## config.mk

```make
export PLATFORM = sky130hd
export DESIGN_NAME = eoc_ext_osc_ctrl
export DESIGN_NICKNAME = d
export VERILOG_FILES = /design/src/rtl/eoc_pkg.sv /design/src/rtl/eoc_ctl_if.sv /design/src/rtl/eoc_ext_osc_ctrl.sv /design/src/rtl/eoc_xtal_det.sv
export VERILOG_INCLUDE_DIRS = /design/src /design/src/rtl
export SDC_FILE = /design/constraint.sdc
export NUM_CORES = 1
export LEC_CHECK = 0
export ABC_AREA = 0
export BUFFER_PORTS_ARGS = -buffer_cell sky130_fd_sc_hd__clkbuf_2
export CAP_MARGIN = 0
export CORE_MARGIN = 5
export CORE_UTILIZATION = 35
export DETAILED_ROUTE_END_ITERATION = 10
export PLACE_DENSITY = 0.59
export SKIP_LAST_GASP = 1
export SYNTH_ARGS = -nofsm -noshare
export SYNTH_HDL_FRONTEND = slang
export SYNTH_SLANG_ARGS = --single-unit
```

## constraint.sdc

```tcl
create_clock -name clk_i -period 2.9 [get_ports clk_i]
set_input_delay 0 -clock clk_i [delete_from_list [all_inputs] [get_ports clk_i]]
set_output_delay 0 -clock clk_i [all_outputs]
set_load 0.1 [all_outputs]
```

## src/rtl/eoc_defines.svh

```systemverilog
/*
 * constants of the external oscillator control block: register address,
 * field positions, reset value, mode codes and timing figures.
 * assumes it is included by its bare name from the control block, the qualifier and the bench.
 */
`ifndef EOC_DEFINES_SVH
`define EOC_DEFINES_SVH

// register placement and reset value
`define EOC_REG_ADDR 8'hb1
`define EOC_REG_RESET 8'h00
`define EOC_RD_ZERO 8'h00

// field positions inside the control register
`define EOC_FLAG_BIT 7
`define EOC_MODE_MSB 6
`define EOC_MODE_LSB 4
`define EOC_RSVD_BIT 3
`define EOC_DRIVE_MSB 2
`define EOC_DRIVE_LSB 0

// mode field codes
`define EOC_MODE_OFF 3'h0
`define EOC_MODE_EXT_CLK 3'h2
`define EOC_MODE_EXT_CLK_DIV2 3'h3
`define EOC_MODE_RC 3'h4
`define EOC_MODE_CAP 3'h5
`define EOC_MODE_XTAL 3'h6
`define EOC_MODE_XTAL_DIV2 3'h7
`define EOC_OFF_PREFIX 2'h0
`define EOC_XTAL_PREFIX 2'h3

// drive code reset value
`define EOC_DRIVE_RESET 3'h0

// timing: core clock rate and amplitude detector settling time
`define EOC_CLK_MHZ 25
`define EOC_SETTLE_US 1000
`define EOC_CNT_W 16
`define EOC_CNT_ONE 16'h0001
`define EOC_CNT_ZERO 16'h0000

`endif

```

## src/rtl/eoc_pkg.sv

```systemverilog
/*
 * types shared by the external oscillator control modules.
 * assumes eoc_defines.svh is on the include path.
 */
package eoc_pkg;
    // kind of source the analog drive circuit is set up for
    typedef enum logic [2:0] {
        EOC_SRC_NONE,
        EOC_SRC_CLOCK,
        EOC_SRC_RC,
        EOC_SRC_CAP,
        EOC_SRC_XTAL
    } eoc_src_t;

    // crystal qualification states
    typedef enum logic [1:0] {
        EOC_DET_OFF,
        EOC_DET_SETTLE,
        EOC_DET_WATCH
    } eoc_det_state_t;
endpackage

```

## src/rtl/eoc_ctl_if.sv

```systemverilog
/*
 * link between the register block and the crystal qualifier.
 * assumes both ends run on the same core clock.
 */
interface eoc_ctl_if;
    logic xtal_en;
    logic stable;

    modport ctl (output xtal_en, input stable);
    modport det (input xtal_en, output stable);
endinterface

```

## src/rtl/eoc_ext_osc_ctrl.sv

```systemverilog
/*
 * external oscillator control register and drive circuit decode.
 * holds mode and drive fields, forwards them to the analog drive
 * circuit and reports a qualified crystal stable flag.
 * assumes a single-cycle special function register port on the core
 * clock and an amplitude detector level synchronous to that clock.
 */
// Behaviour
// - mode field bits 6:4 chooses off, external clock, RC, capacitor or crystal.
// - bit 7 is a read-only flag, 1 only while crystal runs stably.
// - bit 3 always reads zero; writes to it are ignored.
// - drive code bits 2:0 is stored and forwarded to oscillator bias.
// - flag stays low after crystal enable until amplitude detector has settled.
`include "eoc_defines.svh"

module eoc_ext_osc_ctrl #(
    parameter logic [`EOC_CNT_W-1:0] SETTLE_CYCLES =
        `EOC_CNT_W'(`EOC_SETTLE_US * `EOC_CLK_MHZ)
) (
    // clock and reset
    input wire logic clk_i,
    input wire logic rst_i,
    // special function register port
    input wire logic [7:0] sfr_addr_i,
    input wire logic sfr_wr_i,
    input wire logic sfr_rd_i,
    input wire logic [7:0] sfr_wdata_i,
    output logic [7:0] sfr_rdata_o,
    // amplitude detector
    input wire logic amp_ok_i,
    // analog drive circuit controls
    output eoc_pkg::eoc_src_t osc_src_o,
    output logic osc_div2_o,
    output logic [2:0] ext_osc_drive_select_o,
    output logic amp_det_en_o,
    output logic osc_pin_input_used_o,
    output logic osc_pin_output_used_o
);
    import eoc_pkg::*;

    eoc_ctl_if ctl_link ();

    // register fields
    logic [2:0] ext_osc_mode_select;
    logic [2:0] ext_osc_drive_select;

    // address decode
    logic reg_sel;
    logic wr_hit;
    logic rd_hit;
    assign reg_sel = (sfr_addr_i == `EOC_REG_ADDR);
    assign wr_hit = sfr_wr_i && reg_sel;
    assign rd_hit = sfr_rd_i && reg_sel;

    // next field values; bits 7 and 3 of a write are dropped
    logic [2:0] next_mode;
    logic [2:0] next_drive;
    assign next_mode = wr_hit ?
        sfr_wdata_i[`EOC_MODE_MSB:`EOC_MODE_LSB] : ext_osc_mode_select;
    assign next_drive = wr_hit ?
        sfr_wdata_i[`EOC_DRIVE_MSB:`EOC_DRIVE_LSB] : ext_osc_drive_select;

    // mode decode from the next value so decoded outputs stay flops
    eoc_src_t next_src;
    logic next_div2;
    logic next_xtal;
    logic next_off;
    assign next_off = (next_mode[2:1] == `EOC_OFF_PREFIX);
    assign next_xtal = (next_mode[2:1] == `EOC_XTAL_PREFIX);
    assign next_src =
        next_off ? EOC_SRC_NONE :
        (next_mode == `EOC_MODE_EXT_CLK) ? EOC_SRC_CLOCK :
        (next_mode == `EOC_MODE_EXT_CLK_DIV2) ? EOC_SRC_CLOCK :
        (next_mode == `EOC_MODE_RC) ? EOC_SRC_RC :
        (next_mode == `EOC_MODE_CAP) ? EOC_SRC_CAP :
        EOC_SRC_XTAL;
    assign next_div2 = (next_mode == `EOC_MODE_EXT_CLK_DIV2) ||
        (next_mode == `EOC_MODE_XTAL_DIV2);

    // qualified flag: masked the moment crystal mode is left, so a stale
    // detector output never reaches software
    logic flag_view;
    assign flag_view = ctl_link.stable && amp_det_en_o;

    // read word with reserved bit forced to zero
    logic [7:0] rd_word;
    assign rd_word = {flag_view, ext_osc_mode_select, 1'b0,
        ext_osc_drive_select};

    // the crystal qualifier follows the registered crystal enable
    assign ctl_link.xtal_en = amp_det_en_o;

    // control register and decoded drive-circuit outputs
    always_ff @(posedge clk_i)
    begin
        if (rst_i)
        begin
            ext_osc_mode_select <= `EOC_MODE_OFF;
            ext_osc_drive_select <= `EOC_DRIVE_RESET;
            osc_src_o <= EOC_SRC_NONE;
            osc_div2_o <= 1'b0;
            ext_osc_drive_select_o <= `EOC_DRIVE_RESET;
            amp_det_en_o <= 1'b0;
            osc_pin_input_used_o <= 1'b0;
            osc_pin_output_used_o <= 1'b0;
        end
        else
        begin
            ext_osc_mode_select <= next_mode;
            ext_osc_drive_select <= next_drive;
            osc_src_o <= next_src;
            osc_div2_o <= next_div2;
            ext_osc_drive_select_o <= next_drive;
            amp_det_en_o <= next_xtal;
            osc_pin_input_used_o <= next_xtal;
            osc_pin_output_used_o <= !next_off;
        end
    end

    // read data register; unmapped reads answer zero
    always_ff @(posedge clk_i)
    begin
        if (rst_i)
            sfr_rdata_o <= `EOC_REG_RESET;
        else if (sfr_rd_i)
            sfr_rdata_o <= rd_hit ? rd_word : `EOC_RD_ZERO;
    end

    // crystal qualifier
    eoc_xtal_det #(
        .SETTLE_CYCLES(SETTLE_CYCLES)
    ) u_xtal_det (
        .clk_i(clk_i),
        .rst_i(rst_i),
        .amp_ok_i(amp_ok_i),
        .ctl(ctl_link.det)
    );

    // writable fields come out of reset cleared with the oscillator off
    a_reset_fields_zero: assert property (@(posedge clk_i)
        $fell(rst_i) |-> ext_osc_mode_select == `EOC_MODE_OFF &&
        ext_osc_drive_select == `EOC_DRIVE_RESET &&
        osc_src_o == EOC_SRC_NONE)
        else $error("fields not cleared by reset");

    // a crystal mode write reaches the decoded source one cycle later
    a_mode_write_decode: assert property (@(posedge clk_i)
        disable iff (rst_i)
        wr_hit && sfr_wdata_i[`EOC_MODE_MSB:`EOC_MODE_MSB-1] ==
        `EOC_XTAL_PREFIX |=>
        osc_src_o == EOC_SRC_XTAL && amp_det_en_o &&
        osc_div2_o == $past(sfr_wdata_i[`EOC_MODE_LSB]))
        else $error("crystal mode write not decoded");

    // off codes keep source, divide stage and output pin quiet
    a_off_mode_quiet: assert property (@(posedge clk_i)
        disable iff (rst_i)
        ext_osc_mode_select[2:1] == `EOC_OFF_PREFIX |->
        osc_src_o == EOC_SRC_NONE && !osc_div2_o &&
        !osc_pin_output_used_o)
        else $error("off mode drives the circuit");

    // divide-by-2 stage only ever follows a clock or crystal source
    a_div2_source: assert property (@(posedge clk_i)
        disable iff (rst_i)
        osc_div2_o |->
        osc_src_o == EOC_SRC_CLOCK || osc_src_o == EOC_SRC_XTAL)
        else $error("divide stage on for a wrong source");

    // the crystal input pin is only claimed in the crystal modes
    a_pin_input_xtal: assert property (@(posedge clk_i)
        disable iff (rst_i)
        osc_pin_input_used_o |-> osc_src_o == EOC_SRC_XTAL &&
        amp_det_en_o)
        else $error("input pin claimed outside crystal mode");

    // drive code written is forwarded to bias on the next edge
    a_drive_forward: assert property (@(posedge clk_i)
        disable iff (rst_i)
        wr_hit |=> ext_osc_drive_select_o ==
        $past(sfr_wdata_i[`EOC_DRIVE_MSB:`EOC_DRIVE_LSB]))
        else $error("drive code not forwarded");

    // fields change only on a write that hits this register; a write
    // to a neighbouring address must leave the oscillator alone
    a_fields_hold: assert property (@(posedge clk_i)
        disable iff (rst_i)
        !wr_hit |=> $stable(ext_osc_mode_select) &&
        $stable(ext_osc_drive_select))
        else $error("fields changed without a write");

    // a register read returns the stored mode and drive fields
    a_read_fields: assert property (@(posedge clk_i)
        disable iff (rst_i)
        rd_hit |=>
        sfr_rdata_o[`EOC_MODE_MSB:`EOC_MODE_LSB] ==
        $past(ext_osc_mode_select) &&
        sfr_rdata_o[`EOC_DRIVE_MSB:`EOC_DRIVE_LSB] ==
        $past(ext_osc_drive_select))
        else $error("read word fields wrong");

    // reserved bit always reads zero after a register read
    a_rsvd_reads_zero: assert property (@(posedge clk_i)
        disable iff (rst_i)
        rd_hit |=> !sfr_rdata_o[`EOC_RSVD_BIT])
        else $error("reserved bit read as one");

    // flag never reads one outside crystal mode
    a_flag_needs_xtal: assert property (@(posedge clk_i)
        disable iff (rst_i)
        rd_hit && ext_osc_mode_select[2:1] != `EOC_XTAL_PREFIX |=>
        !sfr_rdata_o[`EOC_FLAG_BIT])
        else $error("stable flag set outside crystal mode");

    // a missing amplitude drops the qualified flag on the next edge
    a_flag_needs_amp: assert property (@(posedge clk_i)
        disable iff (rst_i)
        !amp_ok_i |=> !ctl_link.stable)
        else $error("stable flag set without amplitude");

    // writing a one to the flag bit does not raise it; judged from a
    // mode without crystal drive, where settling cannot end meanwhile
    a_flag_write_ignored: assert property (@(posedge clk_i)
        disable iff (rst_i)
        wr_hit && sfr_wdata_i[`EOC_FLAG_BIT] && !amp_det_en_o |=>
        !flag_view)
        else $error("write reached the stable flag");
endmodule

```

## src/rtl/eoc_xtal_det.sv

```systemverilog
/*
 * crystal qualifier: holds the stable flag low while the amplitude
 * detector settles after the crystal drive is enabled, then follows it.
 * assumes amp_ok_i is already synchronous to clk_i.
 */
`include "eoc_defines.svh"

module eoc_xtal_det #(
    parameter logic [`EOC_CNT_W-1:0] SETTLE_CYCLES =
        `EOC_CNT_W'(`EOC_SETTLE_US * `EOC_CLK_MHZ)
) (
    // clock and reset
    input wire logic clk_i,
    input wire logic rst_i,
    // amplitude detector level
    input wire logic amp_ok_i,
    // control link
    eoc_ctl_if.det ctl
);
    import eoc_pkg::*;

    eoc_det_state_t state;
    eoc_det_state_t next_state;
    logic [`EOC_CNT_W-1:0] cnt;
    logic [`EOC_CNT_W-1:0] next_cnt;
    logic next_stable;
    logic settle_done;

    // settling ends on the last counted cycle
    assign settle_done = (cnt == SETTLE_CYCLES - `EOC_CNT_ONE);
    assign next_stable = (next_state == EOC_DET_WATCH) && amp_ok_i;

    // next state; any drop of the crystal enable restarts settling
    always_comb
    begin
        next_state = state;
        next_cnt = cnt;
        case (state)
            EOC_DET_OFF:
            begin
                next_cnt = `EOC_CNT_ZERO;
                if (ctl.xtal_en)
                    next_state = EOC_DET_SETTLE;
            end
            EOC_DET_SETTLE:
            begin
                next_cnt = cnt + `EOC_CNT_ONE;
                if (!ctl.xtal_en)
                    next_state = EOC_DET_OFF;
                else if (settle_done)
                    next_state = EOC_DET_WATCH;
            end
            EOC_DET_WATCH:
            begin
                if (!ctl.xtal_en)
                    next_state = EOC_DET_OFF;
            end
            default:
            begin
                next_state = EOC_DET_OFF;
                next_cnt = `EOC_CNT_ZERO;
            end
        endcase
    end

    // state, count and flag registers
    always_ff @(posedge clk_i)
    begin
        if (rst_i)
        begin
            state <= EOC_DET_OFF;
            cnt <= `EOC_CNT_ZERO;
            ctl.stable <= 1'b0;
        end
        else
        begin
            state <= next_state;
            cnt <= next_cnt;
            ctl.stable <= next_stable;
        end
    end

    // flag is held low for the first cycles after enable
    a_flag_held_low: assert property (@(posedge clk_i)
        disable iff (rst_i)
        $rose(ctl.xtal_en) |-> !ctl.stable [*8])
        else $error("stable flag rose during settling");

    // flag only ever stands after settling ended
    a_flag_after_settle: assert property (@(posedge clk_i)
        disable iff (rst_i)
        ctl.stable |-> $past(state) != EOC_DET_OFF && state == EOC_DET_WATCH)
        else $error("stable flag without completed settling");
endmodule

```

# --- After elaboration in Yosys (flattened, before gate mapping) ---
# Cells that the tools add are included.
# W data, S select, Z words.
classes:
  n_addsub: 1
  n_eq_ne: 11
  n_mux: 12
  reduce_logical: 11
op_table:
  columns: ["cell", "count"]
  rows:
  - ["$pmux W16 S2", 1]
  - ["$add A16 B1 Y16 const B", 1]
  - ["$eq A16 B15 Y1 const B", 1]
  - ["$mux W2", 5]
  - ["$eq A3 B3 Y1 const B", 3]
  - ["$eq A8 B8 Y1 const B", 1]
  - ["$mux W8", 1]
  - ["$eq A2 B2 Y1 const B", 3]
  - ["$eq A3 B2 Y1 const B", 2]
  - ["$mux W3", 2]
  - ["$pmux W2 S3", 1]
  - ["$reduce_or A5 Y1", 1]
  - ["$logic_and A1 B1 Y1", 4]
  - ["$logic_not A2 Y1", 2]
  - ["$reduce_or A4 Y1", 1]
  - ["$eq A2 B1 Y1 const B", 1]
  - ["$mux W1", 2]
  - ["$reduce_or A2 Y1", 1]
  - ["$logic_not A1 Y1", 1]
  - ["$logic_or A1 B1 Y1", 1]
word_totals:
  ff_bits: 39
  inputBits: 21
  out_inout_bits: 18
  word_cells: 47

# --- Longest topological paths before layout ---
# Gate-level depths: netlist of the first run.
logic_depth:
  word_depth: 8
  depth_mapped: 5
  depth_no_buf: 5

# --- Modules after synthesis ---
# From an unflattened synthesis of the first run, not the netlist that was laid out.
hier_totals:
  cells_unflattened: 175
  area_unflattened_um2: 1639.1
modules_own_cells:
  columns: ["mod", "n_inst", "cells_per_inst", "area_per_inst_um2", "seq_area_each_um2"]
  rows:
  - ["eoc_xtal_det", 1, 102, 893.4, 380.4]
  - ["eoc_ext_osc_ctrl", 1, 73, 745.7, 380.4]

# --- Least setup slack after synthesis of the first run ---
# No wires, ideal clock.
synth_timing:
  path_kind: "register to register"
  start: "register u_xtal_det.cnt[4]"
  end: "register u_xtal_det.ctl.stable"
  setup_time_ns: 0.074
  arrival_ns: 1.428
  required_time_ns: 2.826
  slack_ns: 1.398
  stages_incl_launch_ff: 5
  path_buffers: 0
  synth_period_minus_slack_ns: 1.502
  cell_sequence: "dfxtp_1 > or4b_1 > nor4_2 > a21oi_1 > nor3b_2"
synth_via:
  elab_chain_cells: 6
synth_lines:
  columns: ["element", "line_no", "rtl"]
  rows:
  - ["from (decl)", "eoc_xtal_det.sv:24", "logic [`EOC_CNT_W-1:0] cnt;"]
  - ["from (signal assigned)", "eoc_xtal_det.sv:72", "cnt <= `EOC_CNT_ZERO;"]
  - ["from (signal assigned)", "eoc_xtal_det.sv:78", "cnt <= next_cnt;"]
  - ["$eq A16 B15 Y1 (no line)", null, null]
  - ["$mux W2", "eoc_xtal_det.sv:50", "else if (settle_done)"]
  - ["$mux W2", "eoc_xtal_det.sv:48", "if (!ctl.xtal_en)"]
  - ["$pmux W2 S3", "eoc_xtal_det.sv:38", "case (state)"]
  - ["$eq A2 B2 Y1", "eoc_xtal_det.sv:31", "assign next_stable = (next_state == EOC_DET_WATCH) && amp_ok_i;"]
  - ["$logic_and A1 B1 Y1", "eoc_xtal_det.sv:31", null]
  - ["to (signal assigned)", "eoc_xtal_det.sv:79", "ctl.stable <= next_stable;"]
  - ["to (decl)", "eoc_ctl_if.sv:10", "modport det (input xtal_en, output stable);"]
# No other way between the ends.
# A chain may end at the register's enable or synchronous reset.

# --- Worst setup path after layout of the first run ---
# Same ends and word-level chain as after synthesis.

==> summary.txt, run 1 <==
Final Max Tran Viols: 0
core area: 4660 sq um
Vert. Die Dim: 79.0 um
IO Pins: 39
worst endpoint required time: 3120 ps
Num CTS Buffers: 5
first-pass GRT wire length: 6490 um
hold_sp: sfr_wdata_i[6]
CP Launch Type: flop
Synth Register Bits: 38
via-per-instance ratio: 5.17
Slew @ Worst Pin: 743 ps
layout cells sized above 1: 22.4%
Clk Tree Root Cell: clkbuf_8
Slew headroom: 50.3%
Simple-Gate Fraction of Synth Area: 30.5%
Worst setup EP type: flop
Hold Crit Endpoint: ext_osc_mode_select[2]
top cells by area, synth: dfxtp_1 (46%), nor2_1 (6.8%), mux2i_1 (4.8%)
RR Startpoint: u_xtal_det.cnt[4]
Clk pwr share: 38.5%
Comb power frac: 4.2%
post-synthesis mux area share: 4.80%
vias in the first global route: 1396
row count: 25
total track usage: 13.2%
DRT iter0 DRCs: 92
Compound-Gate Fraction of Synth Area: 11.3%
detailed-route wire length per cell: 13.0 um
CP Max Fanout: 7
hold path cells: 3
postcts setup bufs: 0
R2R setup slack: 1180 ps
Reg-to-Reg End: u_xtal_det.ctl.stable
Die ar.: 6240 sq um
CP arrival: 1940 ps
top_reg_cell synth: dfxtp_1
antenna violations before repair: 0
DR vias: 1457
WL final: 3660 um
dpl hpwl: 2650 um
Die Width: 79.0 um
top-area cell type share of the netlist area: 45.6%
Flop pwr share: 57.3%
Max IR drop VDD: 0.243 mV
P_sw: 189 uW
area grow syn2layout: 21.3%
CTS resizes: 0
Clock Path Buffers: 2
Ys Warns: 0
most common cell in the netlist: dfxtp_1
Net Sw Frac: 20.8%
gpl congestion: 0.800
H-tree depth: 2
worst hold path type: in2reg
clock-pin slew on the worst setup and hold paths: 70 ps
Mapped Area: 1670 sq um
outcome: finished clean
remaining global-route overflow: 0
Setup CP Type: reg2reg
syn nets: 209
clock skew: 3.39 ps
number of diodes: 0
final worst slack: 1180 ps
Final Hold Fails: 0
Initial Utilization: 35.8%
largest family of logic cells by synthesized area: simple AND/OR/NAND/NOR gates
Num Clock Sinks: 38
clock latency reported for the late side of the worst-skew pair: 290 ps
First-pass DRT Iterations: 4
Nets: 251
I/O Buffers: 35
ys async rst share: 0%
Remaining DRCs: 0
cell accounting for the most synthesized area: dfxtp_1
crit path from: u_xtal_det.cnt[4]
hold_ws: 45.1 ps
Fmax achieved: 0.580 GHz
Pwr per Cell Area: 451 nW/um^2
CTS tree: done
RSZ-0062 raised after global routing: no
pre-CTS setup slack: 1200 ps
Tcrit/Tclk final: 59.4%
Synth Area in Adders: 0.751%
Hold-fix buffers, CTS: 5
Post-synth top cells: dfxtp_1 (38), nor2_1 (30), a21oi_1 (12)
Post-Syn Instances: 187
antenna-violating nets left: 0
Tmin final: 1720 ps
max-cap violations: 0
setup total negative slack: 0 ps
Final setup viols: 0
pin count of the biggest net entering global routing: 16
FF-to-FF path depth: 4
xor-xnor portion of the synthesized cell area: 4.20%
Internal: 722 uW
syn_area_per_cell: 8.91 sq um
Synth cell types: 48
number of flops mapped to enable cells by yosys: 0
Static Leak: 0.799 nW
Seq/Total Area, Yosys: 45.6%
[critical path, stage by stage (launching register included)]
cell and delay [ps]:
dfxtp_1 360, or4b_1 550, nor4_2 380, a21oi_1 160, nor3b_2 200
[logic make-up after synthesis]
group / count (synthesis)
and+or+nand+nor: 92
DFF: 38
AOI/OAI and AO/OA: 30
buffers and inverters: 9
xor gates and xnor gates: 8
muxes: 8
adders and majority gates: 1
other: 1
[flip-flops by register name, summed over array words and instances, names as in the netlist, 2 cells and up]
| signal | cells |
|---|---|
| ext_osc_drive_select | 3 |
| ext_osc_mode_select | 3 |
| osc_src_o | 3 |
| sfr_rdata_o | 7 |
| u_xtal_det.cnt | 16 |
| u_xtal_det.state | 2 |
[worst max path at each step]
stage                                  endpoint  cells after the start
final                     u_xtal_det.ctl.stable                      4
after global routing      u_xtal_det.ctl.stable                      4
after CTS                 u_xtal_det.ctl.stable                      4
after detailed placement  u_xtal_det.ctl.stable                      4
after global placement    u_xtal_det.ctl.stable                      4
after floorplan           u_xtal_det.ctl.stable                      4
[cell usage in the layout (no fill, tap or decap), types with 2 or more instances in the layout]
cell / instances
nand3_1: 7
a22oi_1: 7
or2_2: 2
nor3_1: 3
xnor2_1: 4
nor2_1: 30
inv_1: 2
buf_4: 2
and3_1: 3
or3_1: 3
nor2b_1: 3
a21oi_1: 12
nand2_1: 11
a211oi_1: 2
or4_1: 3
nand3b_1: 2
mux2i_1: 8
nand4_1: 5
dfxtp_1: 38
clkbuf_8: 6
xor2_1: 4
nor4_1: 4
dlygate4sd3_1: 5
clkbuf_2: 35
o21ai_0: 3
nand2b_1: 2
[power by group through the flow]
stage / combinational, mW / clock [mW] / sequential, mW
2_1_floorplan: 0.0171 / 0 / 0.535
3_3_place_gp: 0.0335 / 0 / 0.534
3_5_place_dp: 0.0337 / 0 / 0.534
4_1_cts: 0.0390 / 0.366 / 0.522
5_1_grt: 0.0430 / 0.396 / 0.521
6_report: 0.0386 / 0.351 / 0.522
[layer usage]
layer | routed length (um) | global-route usage (%) | up-vias
met5 | 0 | 0 | -
met4 | 52 | 6.19 | 0
met3 | 191 | 3.97 | 5
met2 | 1650 | 20.1 | 31
met1 | 1770 | 17.0 | 667
li1 | - | - | 754
[metrics by stage]
| stage | total power [mW] | cell area, sq um | util (%) | std cells |
|---|---|---|---|---|
| global route | 0.960 | 2020 | 43.4 | 282 |
| CTS | 0.927 | 2020 | 43.4 | 282 |
| floorplan | 0.552 | 1670 | - | 187 |
| detailed placement | 0.568 | 1890 | 40.5 | 271 |
| finish | 0.912 | 2020 | 43.4 | 282 |
| global placement | 0.567 | 1890 | 40.5 | 271 |
[final cells by class]
type / count / area [sq um]
repair buffers: 42 / 240
inverters: 2 / 7.51
well taps: 54 / 67.6
fillers: 454 / 2640
multi-input cells: 140 / 863
clock buffers: 6 / 82.6
flip-flops and latches: 38 / 761
No activity file was read; power rests on OpenSTA's default activity.
==> run 2: changes to the inputs <==
Clock period 2.9 ns to 1.7 ns, I/O delays scaled along.
==> run 2 against run 1 <==
Net effect:
- combinational power is 72% higher
- global-route usage is 0.61 points higher
- via count is 5.1% higher
- sequential cell count stayed put
- critical path depth stayed put
- total power is 110% higher
- critical path type unchanged
==> summary.txt, run 2 (synthesis gave the netlist of run 1 again) <==
pre-CTS setup slack: 87.8 ps
final worst slack: 85.8 ps
Slew @ Worst Pin: 693 ps
hold_ws: 27.6 ps
gpl congestion: 0.857
FILL cells: 438
Slew headroom: 53.7%
Num Clock Sinks: 38
Net Sw Frac: 18.9%
First-pass DRT Iterations: 4
clock latency reported for the late side of the worst-skew pair: 290 ps
via-per-instance ratio: 5.23
Setup CP Type: reg2reg
Clk pwr share: 49.8%
P_sw: 359 uW
detailed-route wire length per cell: 13.3 um
CP arrival: 1830 ps
Comb power frac: 3.5%
most flop-heavy register: u_xtal_det.cnt
total track usage: 13.8%
number of diodes: 0
Max IR drop VDD: 0.669 mV
remaining global-route overflow: 0
RSZ-0062 raised after global routing: yes
largest stage delay on the critical path: 410 ps
dpl hpwl: 2860 um
Fmax achieved: 0.619 GHz
Worst setup EP type: flop
Final Hold Fails: 0
most frequent cells in the layout: dfxtp_1 (38), clkbuf_2 (35), nor2_1 (30)
antenna-violating nets left: 0
I/O Buffers: 35
row count: 25
layout cells sized above 1: 26.8%
Internal: 1.54 mW
first-pass GRT wire length: 6740 um
Final Max Tran Viols: 0
DR vias: 1532
most common cell after layout, fill and taps aside: dfxtp_1
Tcrit/Tclk final: 95.0%
Initial Utilization: 35.8%
clock skew: 5.49 ps
Final setup viols: 0
Remaining DRCs: 0
CP Launch Type: flop
clock-pin slew on the worst setup and hold paths: 80 ps
CTS tree: done
max reg flops: 16
Tmin final: 1610 ps
Pwr per Cell Area: 878 nW/um^2
Crit-path slowest cell: dfxtp_1
worst path cell trace: nand3_2, or3_4, or4_1, a21oi_1
IO Pins: 39
area grow syn2layout: 30.1%
antenna violations before repair: 0
postcts setup bufs: 0
dpl cells: 280
worst endpoint required time: 1920 ps
outcome: finished clean
Static Leak: 0.874 nW
worst hold path type: in2reg
Die ar.: 6240 sq um
H-tree depth: 2
fin cells: 293
Num CTS Buffers: 5
Nets: 260
Vert. Die Dim: 79.0 um
Clk Tree Root Cell: clkbuf_8
biggest regs: u_xtal_det.cnt: 16 flops, sfr_rdata_o: 7 flops
Clock Path Buffers: 2
pin count of the biggest net entering global routing: 20
Design Power: 1.90 mW
Flop pwr share: 46.7%
WL final: 3910 um
core area: 4660 sq um
DRT iter0 DRCs: 85
CP Max Fanout: 6
max-cap violations: 0
Die Width: 79.0 um
vias in the first global route: 1447
==> run 2: cell types whose count changed in the layout (fill, tap and decap cells not counted), sizes merged <==
cell / delta
buf: +9
bufinv: +2
==> run 2: metrics by stage <==
step,setup TNS (ps),cell area (sq um),util [%]
after floorplan,0,1670,-
after global placement,0,1960,42.0
after detailed placement,0,1960,42.0
after CTS,0,2150,46.1
after global routing,-6.39,2170,46.5
final,0,2170,46.5
==> run 2: critical path, delay by kind of cell (launching register included) <==
family	cells	cell delay, ps
AO/OA/AOI/OAI	1	140
flip-flops	1	410
AND/OR/NAND/NOR	3	980
==> run 2: power by group through the flow <==
stage	clock network, mW	registers, mW	logic, mW
finish	0.948	0.890	0.0664
global route	1.02	0.890	0.0740
CTS	0.972	0.890	0.0672
detailed placement	0	0.911	0.0580
global placement	0	0.911	0.0577
floorplan	0	0.912	0.0291
==> run 2: area by class of cell <==
| type | count | area (sq um) | area share [%] |
|---|---|---|---|
| Multi-Input combinational cell | 140 | 882 | 40.7 |
| Sequential cell | 38 | 761 | 35.1 |
| Timing Repair Buffer | 51 | 308 | 14.2 |
| Clock buffer | 6 | 82.6 | 3.81 |
| Tap cell | 54 | 67.6 | 3.12 |
| Clock inverter | 2 | 60.1 | 2.77 |
| Inverter | 2 | 7.51 | 0.346 |
==> run 2: worst paths after layout <==
kind | startpoint | endpoint | slack (ps) | cells after the start
max reg2reg | u_xtal_det.cnt[5] | u_xtal_det.cnt[15] | 90 | 4
min reg2reg | u_xtal_det.cnt[15] | u_xtal_det.cnt[15] | 490 | 2
min | rst_i | osc_src_o[1] | 30 | 2
max | u_xtal_det.cnt[5] | u_xtal_det.cnt[15] | 90 | 4
==> run 2: per-layer routing <==
metal,global-route usage [%],routed length (um),up-vias
met5,0,0,-
met1,18.3,1850,719
met3,5.10,233,5
li1,-,-,771
met2,19.9,1750,37
met4,6.19,74,0
==> run 2: repair_timing <==
item	in CTS	in global routing
resized for setup	0	3
hold endpoints to repair	5	0
endpoints found under the setup margin	0	2
hold buffers	5	0
==> run 3: changes to the inputs <==
Settings changed: ABC_AREA 0 to 1.
==> run 3 against run 2 <==
Net effect:
- die area grew 0.39%
- critical path type unchanged
- utilization shrank 2.7 points
- largest power group is now registers
- critical path depth rose by 3
- highest routed layer unchanged
==> summary.txt, run 3 <==
Remaining DRCs: 0
Tmin final: 1390 ps
I/O Buffers: 35
Mapped Area: 1670 sq um
Initial Utilization: 35.7%
Ys Warns: 0
CTS tree: done
FILL cells: 506
Design Area, Final: 2060 sq um
syn nets: 256
Compound-Gate Fraction of Synth Area: 14.5%
most flop-heavy register: u_xtal_det.cnt
xor-xnor portion of the synthesized cell area: 0%
post-synthesis mux area share: 0%
Num Clock Sinks: 38
most frequent cells in the layout: nand2_1 (56), dfxtp_1 (38), clkbuf_2 (35)
Final setup viols: 0
via-per-instance ratio: 4.61
detailed-route wire length per cell: 11.1 um
First-pass DRT Iterations: 4
top-area cell type share of the netlist area: 45.4%
pin count of the biggest net entering global routing: 18
number of diodes: 0
max reg flops: 16
core area: 4690 sq um
Seq/Total Area, Yosys: 45.4%
Die Width: 79.2 um
Worst setup EP type: flop
syn_area_per_cell: 7.15 sq um
FF+latch area: 761 sq um
area grow syn2layout: 22.8%
Post-synth top cells: nand2_1 (56), dfxtp_1 (38), inv_1 (33)
Post-Syn Instances: 234
RSZ-0062 raised after global routing: no
placed cell area: 1910 sq um
Simple-Gate Fraction of Synth Area: 29.1%
postcts setup bufs: 0
dpl hpwl: 2740 um
worst path cell trace: ha_1, nand2_1, nor2_1, buf_4, nand4_1, o21ai_0, a21oi_1
Setup CP Type: reg2reg
Num CTS Buffers: 5
gpl congestion: 0.796
IO Pins: 39
antenna-violating nets left: 0
most common cell in the netlist: nand2_1
Hold-fix buffers, CTS: 3
ys async rst share: 0%
largest stage delay on the critical path: 370 ps
largest family of logic cells by synthesized area: simple AND/OR/NAND/NOR gates
CP Max Fanout: 4
Fmax achieved: 0.721 GHz
hold_sp: sfr_wdata_i[1]
cell accounting for the most synthesized area: dfxtp_1
fin util: 43.8%
DR vias: 1531
CP arrival: 1570 ps
Vert. Die Dim: 79.2 um
Die ar.: 6270 sq um
Nets: 299
clock skew: 10.1 ps
worst hold path type: in2reg
max-cap violations: 0
CP Launch Type: flop
Crit-path slowest cell: dfxtp_1
crit path from: u_xtal_det.cnt[0]
Multi-input gate area: 746 sq um
CTS resizes: 0
Max IR drop VDD: 0.388 mV
total track usage: 13.0%
Pwr per Cell Area: 840 nW/um^2
clock-pin slew on the worst setup and hold paths: 80 ps
Slew headroom: 63.6%
remaining global-route overflow: 0
layout cells sized above 1: 20.5%
RR Startpoint: u_xtal_det.cnt[0]
Synth cell types: 27
first-pass GRT wire length: 6350 um
Synth Register Bits: 38
antenna violations before repair: 0
DRT iter0 DRCs: 71
Clk Tree Root Cell: clkbuf_8
row count: 25
Final Hold Fails: 0
vias in the first global route: 1454
number of flops mapped to enable cells by yosys: 0
biggest regs: u_xtal_det.cnt: 16 flops, sfr_rdata_o: 7 flops
clock latency reported for the late side of the worst-skew pair: 290 ps
Slew @ Worst Pin: 548 ps
worst endpoint required time: 1880 ps
setup total negative slack: 0 ps
Final Max Tran Viols: 0
Tcrit/Tclk final: 81.5%
outcome: finished clean
Clock Path Buffers: 2
top cells by area, synth: dfxtp_1 (45%), nand2_1 (13%), a21oi_1 (7.5%)
hold_ws: 5.95 ps
Synth Area in Adders: 0.747%
H-tree depth: 2
most common cell after layout, fill and taps aside: nand2_1
top_reg_cell synth: dfxtp_1
WL final: 3700 um
Static Leak: 0.814 nW
==> run 3: cell count changes after synthesis, sizes merged, moves of 6 or more <==
cell / before / now
nor2: 31 / 25
o21ai: 3 / 13
a22oi: 7 / 1
nand2: 12 / 58
a21oi: 12 / 26
mux2i: 8 / 0
inv: 2 / 36
==> run 3: final cells by class <==
| type | count | area share, % |
|---|---|---|
| inverters | 36 | 6.82 |
| well taps | 54 | 3.29 |
| flip-flops and latches | 38 | 37.0 |
| clock buffers | 5 | 3.35 |
| repair buffers | 41 | 11.1 |
| multi-input cells | 155 | 36.3 |
| clock inverters | 3 | 2.19 |
==> run 3: report_power, final <==
| part | switching, mW | internal [mW] | total, mW | leakage [nW] |
|---|---|---|---|---|
| combinational | 0.0398 | 0.0265 | 0.0663 | 0.458 |
| sequential | 0.000223 | 0.890 | 0.890 | 0.306 |
| clock | 0.334 | 0.436 | 0.770 | 0.0504 |
| total | 0.374 | 1.35 | 1.73 | 0.814 |
==> run 3: path summary, 6_finish.rpt <==
kind	end	slack [ps]	depth (start not counted)
min reg2reg	ext_osc_drive_select[1]	460	2
min	ext_osc_drive_select[1]	6	3
max reg2reg	u_xtal_det.cnt[10]	310	7
max	u_xtal_det.cnt[10]	310	7
==> run 3: per-layer routing <==
| layer | wire, um | global-route usage [%] | vias up |
|---|---|---|---|
| met4 | 80 | 6.19 | 0 |
| met2 | 1710 | 21.0 | 23 |
| met1 | 1770 | 16.1 | 665 |
| met3 | 139 | 3.29 | 4 |
| met5 | 0 | 0 | - |
| li1 | - | - | 839 |
==> run 3: critical path: cells and delay by family, from the launching register on <==
kind,cells,cell delay (ps)
AO/OA/AOI/OAI,2,230
AND/OR/NAND/NOR,3,360
adder cells (fa/ha/maj),1,170
flip-flops,1,370
buffers and inverters,1,140
==> run 3: cells by family (layout without fill, tap and decap cells) <==
family	count (synthesis)	count (layout)
compound gates	44	44
fa+ha+maj	1	1
buf+inv	41	85
flops	38	38
other cells	1	1
simple gates	109	109
==> run 3: stage by stage <==
stage	setup slack, ps	power, mW	cells
after CTS	310	1.75	332
after global placement	336	0.972	321
after detailed placement	330	0.972	321
after global routing	110	1.80	332
after floorplan	136	0.945	234
final	314	1.73	332
